--- src/hw/fsr_pkg.sv ---
/*
  Package for the loop status and ratio block: widths, counts, carriers.
  Assumes a single 50 MHz system clock and a slow 32 kHz tick input.
*/
`default_nettype none
package fsr_pkg;
  localparam int unsigned NUM_LOOPS        = 2;
  localparam int unsigned SYS_CLK_HZ       = 50_000_000;
  localparam int unsigned DEB_STABLE_TICKS = 4;
  localparam int unsigned DEB_CNT_W        = 3;
  localparam int unsigned REFDIV_W         = 2;
  localparam int unsigned OUTDIV_W         = 3;
  localparam int unsigned RATIO_W          = 4;
  localparam int unsigned INTMUL_W         = 10;
  localparam int unsigned FRAC_W           = 16;
  localparam int unsigned FREF_MAX_HZ      = 13_500_000;
  localparam int unsigned VCO_DIVISOR      = 3;
  localparam logic [REFDIV_W-1:0] REFDIV_BY1 = 2'h0;
  localparam logic [RATIO_W-1:0]  RATIO_BY1  = 4'h0;
  localparam logic [OUTDIV_W-1:0] OUTDIV_BY2 = 3'h2;

  typedef struct packed {
    logic clk_good;
    logic locked;
  } fsr_status_s;

  typedef struct packed {
    logic [REFDIV_W-1:0] ref_predivider_sel;
    logic [OUTDIV_W-1:0] vco_output_divider;
    logic [RATIO_W-1:0]  loop_ratio_sel;
    logic [INTMUL_W-1:0] integer_multiplier;
    logic [FRAC_W-1:0]   fraction_numerator;
    logic [FRAC_W-1:0]   fraction_denominator;
  } fsr_ratio_cfg_s;
endpackage
`default_nettype wire

--- src/hw/fsr_debounce.sv ---
/*
  One-bit debounce filter: passes a change only after it stays stable for
  a fixed number of filter ticks. Assumes the input is synchronous.
*/
`default_nettype none
module fsr_debounce (
  // clock and reset
  input  wire logic clk_sys,
  input  wire logic reset_n,
  // filter tick and data
  input  wire logic tick,
  input  wire logic raw_in,
  output logic      filt_ff
);
  logic [fsr_pkg::DEB_CNT_W-1:0] cnt_ff;
  logic [fsr_pkg::DEB_CNT_W-1:0] nxt_cnt;
  logic                          nxt_filt;

  always_comb begin
    nxt_cnt  = cnt_ff;
    nxt_filt = filt_ff;
    if (raw_in == filt_ff) begin
      nxt_cnt = '0;
    end else if (tick) begin
      if (cnt_ff == fsr_pkg::DEB_CNT_W'(fsr_pkg::DEB_STABLE_TICKS - 1)) begin
        nxt_filt = raw_in;
        nxt_cnt  = '0;
      end else begin
        nxt_cnt = cnt_ff + 1'b1;
      end
    end
  end

  always_ff @(posedge clk_sys or negedge reset_n) begin
    if (!reset_n) begin
      cnt_ff  <= '0;
      filt_ff <= 1'b0;
    end else begin
      cnt_ff  <= nxt_cnt;
      filt_ff <= nxt_filt;
    end
  end
endmodule
`default_nettype wire

--- src/hw/fsr_top.sv ---
/*
  Loop status reporting and ratio configuration checking for each loop:
  debounced interrupt levels with one-cycle rise events, undebounced pin
  copies of the status, a pin route for the loop-derived clock, and flags
  for ratio settings whose N.K would come out as a whole number.
  Assumes analog loop status arrives synchronous to clk_sys, a 32 kHz
  tick pulse input that is high for one cycle per slow period, two level
  inputs that say which filter clock runs, and an interrupt controller
  and pin mux outside that take the registered outputs as they stand.
*/
`default_nettype none
// Operation
// each loop reports clock-good once started and delivering output clock
// each loop reports whether frequency lock is currently achieved
// clock-good and lock both feed the interrupt event outputs
// interrupt paths debounced; assert only while 32 kHz or system clock runs
// pin status path is undebounced and needs no clock; here the pin copies are registered on clk_sys
// loop-derived clock can be routed to a pin when selected
// software picks reference divider so divided reference stays at most 13.5 MHz
// software picks output divider; oscillator equals output times divider
// software picks ratio; N.K equals oscillator over ratio times 3 times reference
// software confirms N.K non-integer and reference below limit
// software loads integer multiplier with integer part of N.K
// common divisor is gcd of ratio times reference and oscillator over 3
// numerator and denominator follow oscillator, N, ratio, reference, divisor
// output equals source over divider, times 3, N.K, ratio, over output divider
// for 147.456 MHz system clock target 294.912 MHz oscillator
// with synchroniser, main and synchroniser loops configured separately
// interrupt debounce needs a fixed count of stable filter ticks
module fsr_top (
  // clock and reset
  input  wire logic                           clk_sys,
  input  wire logic                           reset_n,
  // filter clock sources
  input  wire logic                           tick_32k,
  input  wire logic                           system_core_clock_enabled,
  input  wire logic                           slow_clk_enabled,
  // raw loop status from the analog loops
  input  wire fsr_pkg::fsr_status_s           loop_status_raw [fsr_pkg::NUM_LOOPS],
  input  wire logic [fsr_pkg::NUM_LOOPS-1:0]  loop_clk_in,
  // ratio settings, one set per loop, main and synchroniser
  input  wire fsr_pkg::fsr_ratio_cfg_s        main_cfg [fsr_pkg::NUM_LOOPS],
  input  wire fsr_pkg::fsr_ratio_cfg_s        sync_cfg [fsr_pkg::NUM_LOOPS],
  input  wire logic [fsr_pkg::NUM_LOOPS-1:0]  sync_enable,
  // pin function selects
  input  wire logic [fsr_pkg::NUM_LOOPS-1:0]  pin_clk_sel,
  // interrupt controller side
  output logic [fsr_pkg::NUM_LOOPS-1:0]       irq_clk_good_ff,
  output logic [fsr_pkg::NUM_LOOPS-1:0]       irq_locked_ff,
  output logic [fsr_pkg::NUM_LOOPS-1:0]       irq_clk_good_evt_ff,
  output logic [fsr_pkg::NUM_LOOPS-1:0]       irq_locked_evt_ff,
  // pin multiplexer side
  output logic [fsr_pkg::NUM_LOOPS-1:0]       pin_clk_good_ff,
  output logic [fsr_pkg::NUM_LOOPS-1:0]       pin_locked_ff,
  output logic [fsr_pkg::NUM_LOOPS-1:0]       pin_clk_out_ff,
  // configuration sanity
  output logic [fsr_pkg::NUM_LOOPS-1:0]       cfg_integer_nk_ff,
  output logic [fsr_pkg::NUM_LOOPS-1:0]       cfg_sync_integer_nk_ff
);
  localparam int unsigned NL = fsr_pkg::NUM_LOOPS;

  // filter clocking
  logic               filt_tick;
  logic               clocks_run;
  // raw status split per kind
  logic [NL-1:0]      raw_good;
  logic [NL-1:0]      raw_lock;
  // debounced status, one filter output per bit
  wire logic [NL-1:0] deb_good;
  wire logic [NL-1:0] deb_lock;
  // next values of the output registers
  logic [NL-1:0]      nxt_irq_good;
  logic [NL-1:0]      nxt_irq_lock;
  logic [NL-1:0]      nxt_good_evt;
  logic [NL-1:0]      nxt_lock_evt;
  logic [NL-1:0]      nxt_pin_good;
  logic [NL-1:0]      nxt_pin_lock;
  logic [NL-1:0]      nxt_pin_clk;
  logic [NL-1:0]      nxt_int_nk;
  logic [NL-1:0]      nxt_sync_int_nk;

  // numerator zero: the fraction K vanishes and N.K is whole,
  // which software must avoid
  function automatic logic frac_is_whole(input fsr_pkg::fsr_ratio_cfg_s cfg);
    return (cfg.fraction_numerator == '0);
  endfunction

  // filter advances on slow tick, or every cycle when system clock runs
  assign clocks_run = system_core_clock_enabled | slow_clk_enabled;
  assign filt_tick  = system_core_clock_enabled | (slow_clk_enabled & tick_32k);

  always_comb begin
    for (int i = 0; i < NL; i++) begin
      raw_good[i] = loop_status_raw[i].clk_good;
      raw_lock[i] = loop_status_raw[i].locked;
    end
  end

  // clock-good filters
  for (genvar i = 0; i < NL; i++) begin : g_deb_good
    fsr_debounce u_deb_good (
      .clk_sys (clk_sys),
      .reset_n (reset_n),
      .tick    (filt_tick),
      .raw_in  (raw_good[i]),
      .filt_ff (deb_good[i])
    );
  end

  // lock filters
  for (genvar i = 0; i < NL; i++) begin : g_deb_lock
    fsr_debounce u_deb_lock (
      .clk_sys (clk_sys),
      .reset_n (reset_n),
      .tick    (filt_tick),
      .raw_in  (raw_lock[i]),
      .filt_ff (deb_lock[i])
    );
  end

  // interrupt levels: filtered status, held low while no filter clock runs
  always_comb begin
    for (int i = 0; i < NL; i++) begin
      nxt_irq_good[i] = deb_good[i] & clocks_run;
      nxt_irq_lock[i] = deb_lock[i] & clocks_run;
    end
  end

  always_ff @(posedge clk_sys or negedge reset_n) begin
    if (!reset_n) begin
      irq_clk_good_ff <= '0;
      irq_locked_ff   <= '0;
    end else begin
      irq_clk_good_ff <= nxt_irq_good;
      irq_locked_ff   <= nxt_irq_lock;
    end
  end

  // one-cycle event on each rise of a gated level; a clock restart with
  // status already good therefore raises a fresh event
  always_comb begin
    for (int i = 0; i < NL; i++) begin
      nxt_good_evt[i] = nxt_irq_good[i] & ~irq_clk_good_ff[i];
      nxt_lock_evt[i] = nxt_irq_lock[i] & ~irq_locked_ff[i];
    end
  end

  always_ff @(posedge clk_sys or negedge reset_n) begin
    if (!reset_n) begin
      irq_clk_good_evt_ff <= '0;
      irq_locked_evt_ff   <= '0;
    end else begin
      irq_clk_good_evt_ff <= nxt_good_evt;
      irq_locked_evt_ff   <= nxt_lock_evt;
    end
  end

  // pin copies: raw status, no filter and no clock gating
  always_comb begin
    for (int i = 0; i < NL; i++) begin
      nxt_pin_good[i] = raw_good[i];
      nxt_pin_lock[i] = raw_lock[i];
    end
  end

  always_ff @(posedge clk_sys or negedge reset_n) begin
    if (!reset_n) begin
      pin_clk_good_ff <= '0;
      pin_locked_ff   <= '0;
    end else begin
      pin_clk_good_ff <= nxt_pin_good;
      pin_locked_ff   <= nxt_pin_lock;
    end
  end

  // loop-derived clock to the pin only where selected, not divided again
  always_comb begin
    for (int i = 0; i < NL; i++) begin
      nxt_pin_clk[i] = pin_clk_sel[i] & loop_clk_in[i];
    end
  end

  always_ff @(posedge clk_sys or negedge reset_n) begin
    if (!reset_n) begin
      pin_clk_out_ff <= '0;
    end else begin
      pin_clk_out_ff <= nxt_pin_clk;
    end
  end

  // main loop settings: flag a whole N.K,
  // the loop is only meant to run with a fraction
  always_comb begin
    for (int i = 0; i < NL; i++) begin
      nxt_int_nk[i] = frac_is_whole(main_cfg[i]);
    end
  end

  always_ff @(posedge clk_sys or negedge reset_n) begin
    if (!reset_n) begin
      cfg_integer_nk_ff <= '0;
    end else begin
      cfg_integer_nk_ff <= nxt_int_nk;
    end
  end

  // synchroniser settings only count while that loop uses them
  always_comb begin
    for (int i = 0; i < NL; i++) begin
      nxt_sync_int_nk[i] = sync_enable[i] & frac_is_whole(sync_cfg[i]);
    end
  end

  always_ff @(posedge clk_sys or negedge reset_n) begin
    if (!reset_n) begin
      cfg_sync_integer_nk_ff <= '0;
    end else begin
      cfg_sync_integer_nk_ff <= nxt_sync_int_nk;
    end
  end
endmodule
`default_nettype wire

--- config.mk ---
export PLATFORM = sky130hd
export DESIGN_NAME = fsr_top
export DESIGN_NICKNAME = d
export VERILOG_FILES = /design/src/hw/fsr_pkg.sv /design/src/hw/fsr_debounce.sv /design/src/hw/fsr_top.sv
export SDC_FILE = /design/constraint.sdc
export NUM_CORES = 1
export LEC_CHECK = 0
export BUFFER_PORTS_ARGS = -buffer_cell sky130_fd_sc_hd__buf_2
export CORE_AREA = 2 2 91 93
export DETAILED_ROUTE_END_ITERATION = 16
export DIE_AREA = 0 0 93 95
export PLACE_DENSITY = 0.58
export SYNTH_ARGS = -nofsm -noshare
export SYNTH_HDL_FRONTEND = slang
export SYNTH_SLANG_ARGS = --single-unit
--- constraint.sdc ---
create_clock -name clk_sys -period 2.66 [get_ports clk_sys]
set_input_delay 0.133 -clock clk_sys [delete_from_list [all_inputs] [get_ports clk_sys]]
set_output_delay 0.133 -clock clk_sys [all_outputs]
set_load 0.05 [all_outputs]
Yosys cells after proc, flatten, opt, wreduce, memory -nomap -nowiden
Cells that the tools add are included.
W data, S select, Z words.

operators by class
  eq/ne operators = 8
  add/subtract/negate cells = 4
  bitwise operators = 23
  reduce and logical (&&, ||, !) cells = 12
  mux-type cells = 12

operators by type and width
  operator               number
  $logic_not A16 Y1      4
  $mux W3                12
  $and A1 B1 Y1          13
  $add A3 B1 Y3 const B  4
  $eq A3 B2 Y1 const B   4
  $reduce_and A3 Y1      4
  $not A1 Y1             8
  $reduce_bool A2 Y1     4
  $eq A1 B1 Y1           4
  $or A1 B1 Y1           2

storage, ports and cells
  output and inout bits = 18
  word-level logic and storage cells = 76
  flip-flop bits (word level) = 34
  bits of input ports = 219

Logic depth before layout (Yosys ltp)
Gate-level depths: netlist of the first run.

  depth after elaboration = 4
  mapped depth = 4
  gate-level depth less buffers = 4

Cells and area by module
From an unflattened synthesis of the first run, not the netlist that was laid out.

second synthesis, totals
  cell total of the unflattened synthesis = 120
  area, all modules = 1,482.7 um^2

by module, submodules not included
  module        cells an instance  times used  sequential area each (um^2)  area each (um^2)
  fsr_debounce  17                 4           100.1                        191.4
  fsr_top       52                 1           450.4                        716.9

Worst setup path before layout of the first run
OpenSTA, ideal clock, no wires.

  path type = flip-flop to flip-flop
  start point = reg g_deb_good[1].u_deb_good.cnt_ff[0] (netlist bit)
  end point = reg g_deb_good[1].u_deb_good.filt_ff
  arrival = 1.016 ns
  data required time = 2.535 ns
  path buffers = 0
  clock period less this slack = 1.141 ns
  library setup time = 0.125 ns
  cell stages (with the launch flop) = 4
  setup slack = 1.519 ns
  path through = dfrtp_1 ha_1 and3_4 mux2_4

on the way
  longest elaborated chain between the ends = 2

ends and longest elaborated chain
  item                                RTL line            source
  start: declaration                  fsr_debounce.sv:15  logic [fsr_pkg::DEB_CNT_W-1:0] cnt_ff;
  start signal: assignment            fsr_debounce.sv:39  cnt_ff <= nxt_cnt;
  $eq A3 B2 Y1                        fsr_debounce.sv:25  if (cnt_ff == fsr_pkg::DEB_CNT_W'(fsr_pkg::DEB_STABLE_TICKS - 1)) begin
  $reduce_and A3 Y1 (no source line)  n/a
  end signal: assignment              fsr_debounce.sv:40  filt_ff <= nxt_filt;
  end: declaration                    fsr_debounce.sv:13  output logic filt_ff

Every way passes these cells.
A chain may end at the register's enable or synchronous reset.

Worst setup path in the final report of the first run
  start point = in sync_cfg[82] (netlist bit)
  end point = reg cfg_sync_integer_nk_ff[0] (netlist bit)

on the way
  longest elaborated chain between the ends = 2

ends and longest elaborated chain
  item                    RTL line        source
  start: declaration      fsr_top.sv:43   input wire fsr_pkg::fsr_ratio_cfg_s sync_cfg [fsr_pkg::NUM_LOOPS],
  $logic_not A16 Y1       fsr_top.sv:85   return (cfg.fraction_numerator == '0);
  $and A1 B1 Y1           fsr_top.sv:210  nxt_sync_int_nk[i] = sync_enable[i] & frac_is_whole(sync_cfg[i]);
  via nxt_sync_int_nk[0]  fsr_top.sv:80   logic [NL-1:0] nxt_sync_int_nk;
  end signal: assignment  fsr_top.sv:218  cfg_sync_integer_nk_ff <= nxt_sync_int_nk;
  end: declaration        fsr_top.sv:58   output logic [fsr_pkg::NUM_LOOPS-1:0] cfg_sync_integer_nk_ff

The timed path passes the listed nets, and every way through them passes these cells.

==> results.yml, run 1 <==
place:
  gp_congestion: 0.7631
  port_buffers: 96
  dpl.hpwl_um: 2840
logic_synthesis:
  synth_top_flop_cell: "dfrtp_1"
  synth_edf_count: 0
  synth_nets: 344
  yosys.cell_types.count: 25
  ys_ff_latch: 34
  syn_area_mm2: 0.001440
  async_flop_share_pct: 100.0
  netlist_instances: 121
  yosysWarningCount: 0
  ys_seq_area_share_pct: 59.08
  syn_avg_cell_area_um2: 11.90
floorplan:
  boundaryPins: 237
  core_area_mm2: 0.007928
  start_util_pct: 18.17
  die_width_um: 93
  die_h_um: 95
  placementRows: 33
  dieArea_mm2: 0.008835
route:
  vias: 1344
  drc: 0
  drtPass1Iterations: 4
  vias_per_cell: 4.012
  wl_per_cell_um: 10.59
  initialDrtViolationCount: 28
  wl_um: 3546
  drtAntennaViolNets: 0
global_routing:
  grt_pass1_vias: 1413
  grt_overflow: 0
  grt_usage_pct: 8.604
  antenna_found_initial: 0
  grt_pass1_wl_um: 5906
  grt_max_degree: 35
sta:
  timing.hold.ws_ps: 11.07
  slew_violations: 0
  fin_crit_sh_pct: 50.44
  clock.fmax_mhz: 745.3
  setup_violations: 0
  post-route-min-period_ps: 1342
  relSlewSlack_pct: 49.43
  fin_skew_ps: 4.727
  rsz0062_at_grt: "false"
  tightest_slew_ps: 758.5
  finalHoldViolations: 0
  setup_tns_ps: 0
cts:
  cts_hold_buf: 8
  clock-sinks: 34
  ctsResizeCount: 0
  path_clk_slew_ps: 70
  numCtsBuffers: 5
  cts_tree: "built"
  cts_setup_buffers: 0
  root_buffer: "clkbuf_8"
  clockBufferDepth: 2
  insertion_delay_ps: 280
  h-tree-depth: 2
worst_setup_path:
  path_class: "in -> reg"
  crit_required_ps: 2880
  startpoint_type: "input pin"
  crit_arrival_ps: 1560
  endpoint_kind: "register"
  path_max_fanout: 1
finish:
  area_growth_pct: 54.56
  antenna_cells: 0
  layout.nets: 453
  layout-drive-gt1-share_pct: 47.83
power_and_ir_drop:
  powerDensity_mw_per_mm2: 799.5
  p_leak_nw: 1.123
  ir_drop_mv: 0.2382
status:
  outcome: "finished clean"
job:
  drv_cap: 0
min_path:
  holdCritPathClass: "in -> reg"
## cells by family after synthesis
kind of cell | after synthesis | synth area share (%)
AOI/OAI and AO/OA | 16 | 7.212
adders and majority gates | 4 | 3.475
muxes | 4 | 3.649
and+or+nand+nor | 53 | 21.81
xor gates and xnor gates | 4 | 2.432
DFF | 34 | 59.08
buffers and inverters | 6 | 2.346
## area by class of cell
type	count	area, µm²
Fill cell	859	5702
Sequential cell	34	850.8
Timing Repair Buffer	104	560.5
Multi-Input combinational cell	81	555.5
Tap cell	105	131.4
Clock buffer	6	82.58
Clock inverter	1	30.03
Inverter	4	15.01
## worst max-delay path, stage by stage
cell and delay (ps):
dlygate4sd3_1 530, buf_2 120, nor4_1 220, dlygate4sd3_1 570
## metal layers
metal / vias to the layer above / share of wire [%] / track usage (%)
li1: 655 / - / -
met1: 594 / 42 / 9.491
met2: 93 / 47 / 15.70
met3: 2 / 9.8 / 2.155
met4: 0 / 1.1 / 3.676
met5: - / 0 / 0
## cells in the mapped netlist (2+ instances only)
| cell type | count | area share, % |
|---|---|---|
| nor4b_1 | 2 | 1.2 |
| nand3b_1 | 2 | 1.0 |
| nand2b_1 | 2 | 0.87 |
| nor2_1 | 5 | 1.3 |
| dfrtp_1 | 34 | 59 |
| a21oi_1 | 8 | 2.8 |
| and2_1 | 2 | 0.87 |
| nor2b_1 | 8 | 3.5 |
| mux2_2 | 2 | 1.6 |
| ha_1 | 4 | 3.5 |
| xnor2_1 | 4 | 2.4 |
| inv_1 | 4 | 1.0 |
| a211o_1 | 2 | 1.2 |
| nand4_1 | 2 | 0.87 |
| and4_1 | 2 | 1.2 |
| nand3_1 | 2 | 0.70 |
| nor4_1 | 14 | 6.1 |
| and3_4 | 2 | 1.6 |
| mux2_4 | 2 | 2.1 |
| nand2_1 | 10 | 2.6 |
| a211oi_1 | 4 | 2.1 |
## power breakdown
group | switching (mW) | internal (mW) | total [mW]
sequential | 0.0784 | 0.651 | 0.730
clock | 0.183 | 0.300 | 0.483
combinational | 0.339 | 0.228 | 0.567
total | 0.600 | 1.18 | 1.78
## state kept, by name, summed over array words and instances (netlist names)
register                       cells
pin_clk_good_ff                    2
pin_clk_out_ff                     2
cfg_sync_integer_nk_ff             2
cfg_integer_nk_ff                  2
irq_clk_good_evt_ff                2
irq_locked_ff                      2
irq_clk_good_ff                    2
g_deb_good.u_deb_good.cnt_ff       6
g_deb_lock.u_deb_lock.cnt_ff       6
irq_locked_evt_ff                  2
pin_locked_ff                      2
g_deb_good.u_deb_good.filt_ff      2
g_deb_lock.u_deb_lock.filt_ff      2
## per-stage QoR
stage               area (µm²)  util, %  instances  worst slack (ps)  power [mW]
floorplan                 1440        -        121              1519       1.138
global placement          2033    25.65        320              1394       1.290
detailed placement        2033    25.65        320              1380       1.308
CTS                       2226    28.08        335              1326       1.809
global route              2226    28.08        335              1279       1.892
finish                    2226    28.08        335              1318       1.780
## cells in the final DEF (no fill, tap or decap)
cell           netlist  layout
mux2_4               2       2
nand2_1             10      10
bufinv_16            0       1
buf_2                0      96
a21oi_1              8       8
dfrtp_1             34      34
inv_1                4       4
dlygate4sd3_1        0       8
nand4_1              2       2
nor4_1              14      14
a211o_1              2       2
nand2b_1             2       2
and2_1               2       2
nor4b_1              2       2
a21o_1               1       1
nor2b_1              8       8
mux2_2               2       2
ha_1                 4       4
clkbuf_8             0       6
and3_4               2       2
and4_1               2       2
nand3_1              2       2
nor2_1               5       5
nand3b_1             2       2
a211oi_1             4       4
xnor2_1              4       4
a21oi_2              1       1
## worst paths after layout
check	from	endpoint	slack, ps	cells after the start
max	sync_cfg[82]	cfg_sync_integer_nk_ff[0]$_DFF_PN0_	1320	4
min	loop_status_raw[0]	pin_locked_ff[1]$_DFF_PN0_	10	1
max reg2reg	g_deb_good[0].u_deb_good.cnt_ff[0]$_DFFE_PN0P_	g_deb_good[0].u_deb_good.filt_ff$_DFFE_PN0P_	1440	4
min reg2reg	irq_locked_ff[0]$_DFF_PN0_	irq_locked_evt_ff[0]$_DFF_PN0_	410	1
max in group asynchronous	reset_n	g_deb_good[0].u_deb_good.cnt_ff[2]$_DFFE_PN0P_	1720	2
min in group asynchronous	reset_n	g_deb_good[0].u_deb_good.cnt_ff[1]$_DFFE_PN0P_	460	2
Note: power is estimated with default switching activity, not from simulation.
==> inputs of run 2 (changes only) <==
--- a/config.mk
+++ b/config.mk
@@ -6,10 +6,10 @@
 export NUM_CORES = 1
 export LEC_CHECK = 0
 export BUFFER_PORTS_ARGS = -buffer_cell sky130_fd_sc_hd__buf_2
-export CORE_AREA = 2 2 91 93
+export CORE_AREA = 2 2 92 94
 export DETAILED_ROUTE_END_ITERATION = 16
-export DIE_AREA = 0 0 93 95
-export PLACE_DENSITY = 0.58
+export DIE_AREA = 0 0 94 96
+export PLACE_DENSITY = 0.57
 export SYNTH_ARGS = -nofsm -noshare
 export SYNTH_HDL_FRONTEND = slang
 export SYNTH_SLANG_ARGS = --single-unit
==> constraint.sdc (replaced) <==
create_clock -name clk_sys -period 1.3 [get_ports clk_sys]
set_input_delay 0.065 -clock clk_sys [delete_from_list [all_inputs] [get_ports clk_sys]]
set_output_delay 0.065 -clock clk_sys [all_outputs]
set_load 0.05 [all_outputs]
==> results.yml, run 2 (same netlist as run 1, synthesis figures left out) <==
status:
  outcome: "finished clean"
sta:
  fin_crit_sh_pct: 98.70
  timing.hold.ws_ps: 8.642
  finalHoldViolations: 0
  setup_tns_ps: 0
  fin_skew_ps: 4.097
  post-route-min-period_ps: 1283
  slew_violations: 0
  setup_violations: 0
  rsz0062_at_grt: "false"
  clock.fmax_mhz: 779.3
  tightest_slew_ps: 422.4
  relSlewSlack_pct: 71.84
finish:
  fin_area_mm2: 0.002315
  final_common_cell: "buf_2"
  area_growth_pct: 60.73
  final_cells: 343
  final_cell_mix: "buf_2, dfrtp_1, nor4_1"
  largest_registers: "g_deb_good.u_deb_good.cnt_ff (6), g_deb_lock.u_deb_lock.cnt_ff (6)"
  layout.nets: 461
  antenna_cells: 0
  layout-drive-gt1-share_pct: 48.32
  fillers: 852
power_and_ir_drop:
  ir_drop_mv: 0.4663
  powerDensity_mw_per_mm2: 1586
  power_mw: 3.670
  p_leak_nw: 1.163
floorplan:
  start_util_pct: 17.89
  boundaryPins: 237
  placementRows: 33
  core_area_mm2: 0.008051
  die_width_um: 94
  die_h_um: 96
  dieArea_mm2: 0.009024
route:
  initialDrtViolationCount: 26
  drtPass1Iterations: 4
  wl_per_cell_um: 10.36
  vias_per_cell: 3.983
  vias: 1366
  wl_um: 3555
  drc: 0
  drtAntennaViolNets: 0
cts:
  clockBufferDepth: 2
  cts_tree: "built"
  path_clk_slew_ps: 70
  cts_setup_buffers: 0
  h-tree-depth: 2
  clock-sinks: 34
  insertion_delay_ps: 280
  numCtsBuffers: 5
  root_buffer: "clkbuf_8"
global_routing:
  grt_pass1_vias: 1289
  grt_overflow: 0
  antenna_found_initial: 0
  grt_usage_pct: 8.326
  grt_max_degree: 21
  grt_pass1_wl_um: 5678
worst_setup_path:
  endpoint_kind: "register"
  crit_family: "buffers and inverters"
  cp_slowest_stage_delay_ps: 570
  startpoint_type: "input pin"
  timing.critical_path.buf_inv: 3
  path_class: "in -> reg"
  crit_chain: "dlygate4sd3_1 > buf_2 > nor4_2 > dlygate4sd3_1"
  worstReg2RegEnd: "g_deb_lock[0].u_deb_lock.filt_ff$_DFFE_PN0P_"
  ff2ff_path_depth: 4
  crit_arrival_ps: 1500
  crit_required_ps: 1520
  cp_slowest_cell: "dlygate4sd3_1"
  path_max_fanout: 1
  cpMostUsedCell: "dlygate4sd3_1"
  reg2reg_from: "g_deb_lock[0].u_deb_lock.cnt_ff[0]$_DFFE_PN0P_"
  r2r_setup_slack_ps: 90
place:
  port_buffers: 96
  placed_cell_area_mm2: 0.002076
  placed_cells_incl_taps: 324
  gp_congestion: 0.7666
  dpl.hpwl_um: 2786
min_path:
  holdCritPathClass: "in -> reg"
  hp-start: "loop_clk_in[1]"
  hold_end: "pin_clk_out_ff[1]$_DFF_PN0_"
  min_path_cells: 2
job:
  drv_cap: 0
[run 2: area by class of cell]
cell class	instances	area, µm²	share of cell area, %
clock buffers	6	82.58	3.568
clock inverters	1	30.03	1.297
inverters	4	15.01	0.6486
multi-input cells	81	561.8	24.27
flip-flops and latches	34	850.8	36.76
well taps	105	131.4	5.676
repair buffers	112	643.1	27.78
[run 2: repair_timing]
item,in CTS,in global routing
endpoints found under the hold margin,21,0
resized for setup,0,1
hold buffers,12,0
setup endpoints to repair,0,1
[run 2: worst max-delay path by stage]
stage,from,endpoint,slack [ps],cells past startpoint
after floorplan,g_deb_good[1].u_deb_good.cnt_ff[0]$_DFFE_PN0P_,g_deb_good[1].u_deb_good.filt_ff$_DFFE_PN0P_,160,3
after global placement,g_deb_good[0].u_deb_good.cnt_ff[0]$_DFFE_PN0P_,g_deb_good[0].u_deb_good.filt_ff$_DFFE_PN0P_,120,4
after detailed placement,g_deb_lock[0].u_deb_lock.cnt_ff[0]$_DFFE_PN0P_,g_deb_lock[0].u_deb_lock.filt_ff$_DFFE_PN0P_,90,4
after CTS,sync_cfg[31],cfg_sync_integer_nk_ff[1]$_DFF_PN0_,40,4
after global routing,sync_cfg[31],cfg_sync_integer_nk_ff[1]$_DFF_PN0_,10,4
final,sync_cfg[31],cfg_sync_integer_nk_ff[1]$_DFF_PN0_,20,4
[run 2: metal layers]
layer | share of wire [%] | track usage, %
met4 | 1.9 | 4.348
met5 | 0 | 0
met2 | 47 | 13.04
met1 | 40 | 10.08
met3 | 11 | 2.976
[run 2: metrics by stage]
step | util, % | setup WS, ps
finish | 28.75 | 16.84
global route | 28.75 | 14.76
CTS | 28.67 | 36.12
detailed placement | 25.78 | 88.62
global placement | 25.78 | 117.3
floorplan | - | 159.4
[run 2: power by group]
group	total [mW]	internal, mW	switching (mW)
clock network	0.979	0.613	0.366
logic	1.19	0.495	0.699
registers	1.50	1.33	0.164
[run 2: worst reg2reg max path: stages, from the launching register on]
cell      delay, ps
dfrtp_1         360
ha_1            180
nand2b_1        100
nor2_1          120
mux2_2          340
==> inputs of run 3 (changes only) <==
--- a/config.mk
+++ b/config.mk
@@ -9,6 +9,7 @@
 export CORE_AREA = 2 2 92 94
 export DETAILED_ROUTE_END_ITERATION = 16
 export DIE_AREA = 0 0 94 96
+export GPL_TIMING_DRIVEN = 0
 export PLACE_DENSITY = 0.57
 export SYNTH_ARGS = -nofsm -noshare
 export SYNTH_HDL_FRONTEND = slang
==> constraint.sdc (replaced) <==
create_clock -name clk_sys -period 1.2 [get_ports clk_sys]
set_input_delay 0.06 -clock clk_sys [delete_from_list [all_inputs] [get_ports clk_sys]]
set_output_delay 0.06 -clock clk_sys [all_outputs]
set_load 0.05 [all_outputs]
==> results.yml, run 3 (same netlist as run 1, synthesis figures left out) <==
global_routing:
  grt_max_degree: 35
  antenna_found_initial: 0
  grt_overflow: 0
  grt_usage_pct: 8.080
  grt_pass1_wl_um: 5568
  grt_pass1_vias: 1280
power_and_ir_drop:
  ir_drop_mv: 0.6944
  powerDensity_mw_per_mm2: 1744
  power_mw: 4.158
  p_leak_nw: 1.164
job:
  drv_cap: 0
sta:
  post-route-min-period_ps: 1175
  slew_violations: 0
  fin_ws_ps: 25.05
  fin_crit_sh_pct: 97.91
  fin_skew_ps: 8.390
  clock.fmax_mhz: 851.1
  tightest_slew_ps: 788.4
  relSlewSlack_pct: 47.44
  finalHoldViolations: 0
  setup_violations: 0
route:
  drc: 0
  vias_per_cell: 4.029
  wl_um: 3597
  vias: 1398
  drtPass1Iterations: 4
  drtAntennaViolNets: 0
  initialDrtViolationCount: 36
  wl_per_cell_um: 10.37
finish:
  multiInputGateArea_um2: 605.6
  layout.nets: 465
  fillers: 829
  final_cell_mix: "buf_2, dfrtp_1, nor4_1, dlygate4sd3_1, nand2_1"
  ff_latch_area_um2: 850.8
  layout-drive-gt1-share_pct: 51.24
  area_growth_pct: 65.60
  final_common_cell: "buf_2"
  antenna_cells: 0
  largest_registers: "g_deb_good.u_deb_good.cnt_ff (6), g_deb_lock.u_deb_lock.cnt_ff (6)"
worst_setup_path:
  path_class: "reg -> reg"
  crit_required_ps: 1370
  crit_chain: "ha_4 > nand2b_4 > nor2_2 > mux2_2"
  crit_family: "flip-flops"
  crit_arrival_ps: 1350
  timing.critical_path.buf_inv: 0
  path_max_fanout: 3
  startpoint_type: "register"
  cp_slowest_cell: "dfrtp_1"
  endpoint_kind: "register"
  cp_slowest_stage_delay_ps: 400
floorplan:
  placementRows: 33
  boundaryPins: 237
  die_width_um: 94
  core_area_mm2: 0.008051
  dieArea_mm2: 0.009024
  die_h_um: 96
  start_util_pct: 17.89
cts:
  cts_tree: "built"
  h-tree-depth: 2
  clock-sinks: 34
  clockBufferDepth: 2
  numCtsBuffers: 5
  path_clk_slew_ps: 70
  root_buffer: "clkbuf_8"
  insertion_delay_ps: 290
place:
  port_buffers: 96
  dpl.hpwl_um: 2671
  gp_congestion: 0.7420
  dp_slack_ps: 1.048
status:
  outcome: "finished clean"
min_path:
  holdCritPathClass: "in -> reg"
==> run 3: cell count changes in the layout (fill, tap and decap cells not counted), sizes merged <==
cell,previous run,this run
dlygate4sd3,12,14
buf,100,102
==> run 3: routing by layer <==
| metal | up-vias | part of all wire [%] | track usage, % |
|---|---|---|---|
| li1 | 678 | - | - |
| met1 | 634 | 41 | 9.311 |
| met2 | 82 | 46 | 13.51 |
| met3 | 4 | 11 | 2.662 |
| met4 | 0 | 1.5 | 3.986 |
| met5 | - | 0 | 0 |
==> run 3: final timing paths <==
check | to | slack (ps) | from | cells past startpoint
max reg2reg | g_deb_good[0].u_deb_good.filt_ff$_DFFE_PN0P_ | 30 | g_deb_good[0].u_deb_good.cnt_ff[0]$_DFFE_PN0P_ | 4
max in group asynchronous | g_deb_lock[1].u_deb_lock.cnt_ff[2]$_DFFE_PN0P_ | 290 | reset_n | 2
min in group asynchronous | irq_clk_good_evt_ff[0]$_DFF_PN0_ | 410 | reset_n | 2
min reg2reg | irq_clk_good_evt_ff[1]$_DFF_PN0_ | 410 | irq_clk_good_ff[1]$_DFF_PN0_ | 1
min | pin_clk_out_ff[1]$_DFF_PN0_ | 10 | pin_clk_sel[1] | 2
max | g_deb_good[0].u_deb_good.filt_ff$_DFFE_PN0P_ | 30 | g_deb_good[0].u_deb_good.cnt_ff[0]$_DFFE_PN0P_ | 4
==> run 3: through the flow <==
stage / hold WS, ps / instances / area, µm² / TNS (ps) / util, %
2_1_floorplan: -235.6 / 121 / 1440 / 0 / -
3_3_place_gp: 198.0 / 322 / 2052 / 0 / 25.49
3_5_place_dp: 203.7 / 322 / 2052 / 0 / 25.49
4_1_cts: 5.640 / 344 / 2312 / 0 / 28.72
5_1_grt: 5.487 / 347 / 2385 / -18.12 / 29.62
6_report: 14.06 / 347 / 2385 / 0 / 29.62
==> run 3: repair_timing <==
item | CTS | global route
cloned | 0 | 0
buffers inserted | 1 | 3
setup endpoints to repair | 1 | 4
hold buffers | 14 | 0
endpoints found under the hold margin | 42 | 0
pin swaps | 0 | 3
resized for setup | 0 | 10
==> run 3: report_power, final <==
group          leakage [nW]  switching (mW)  total, mW  internal (mW)
Combinational         0.663           0.791       1.43          0.639
Sequential            0.444           0.206       1.65           1.44
Clock                0.0573           0.413       1.08          0.664
Total                  1.16            1.41       4.16           2.75
==> run 3: layout make-up <==
class / count / share of cell area (%)
Clock buffer: 6 / 3.463
Buffer: 2 / 0.7870
Sequential cell: 34 / 35.68
Tap cell: 105 / 5.509
Timing Repair Buffer: 114 / 27.28
Clock inverter: 1 / 1.259
Multi-Input combinational cell: 81 / 25.39
Inverter: 4 / 0.6296
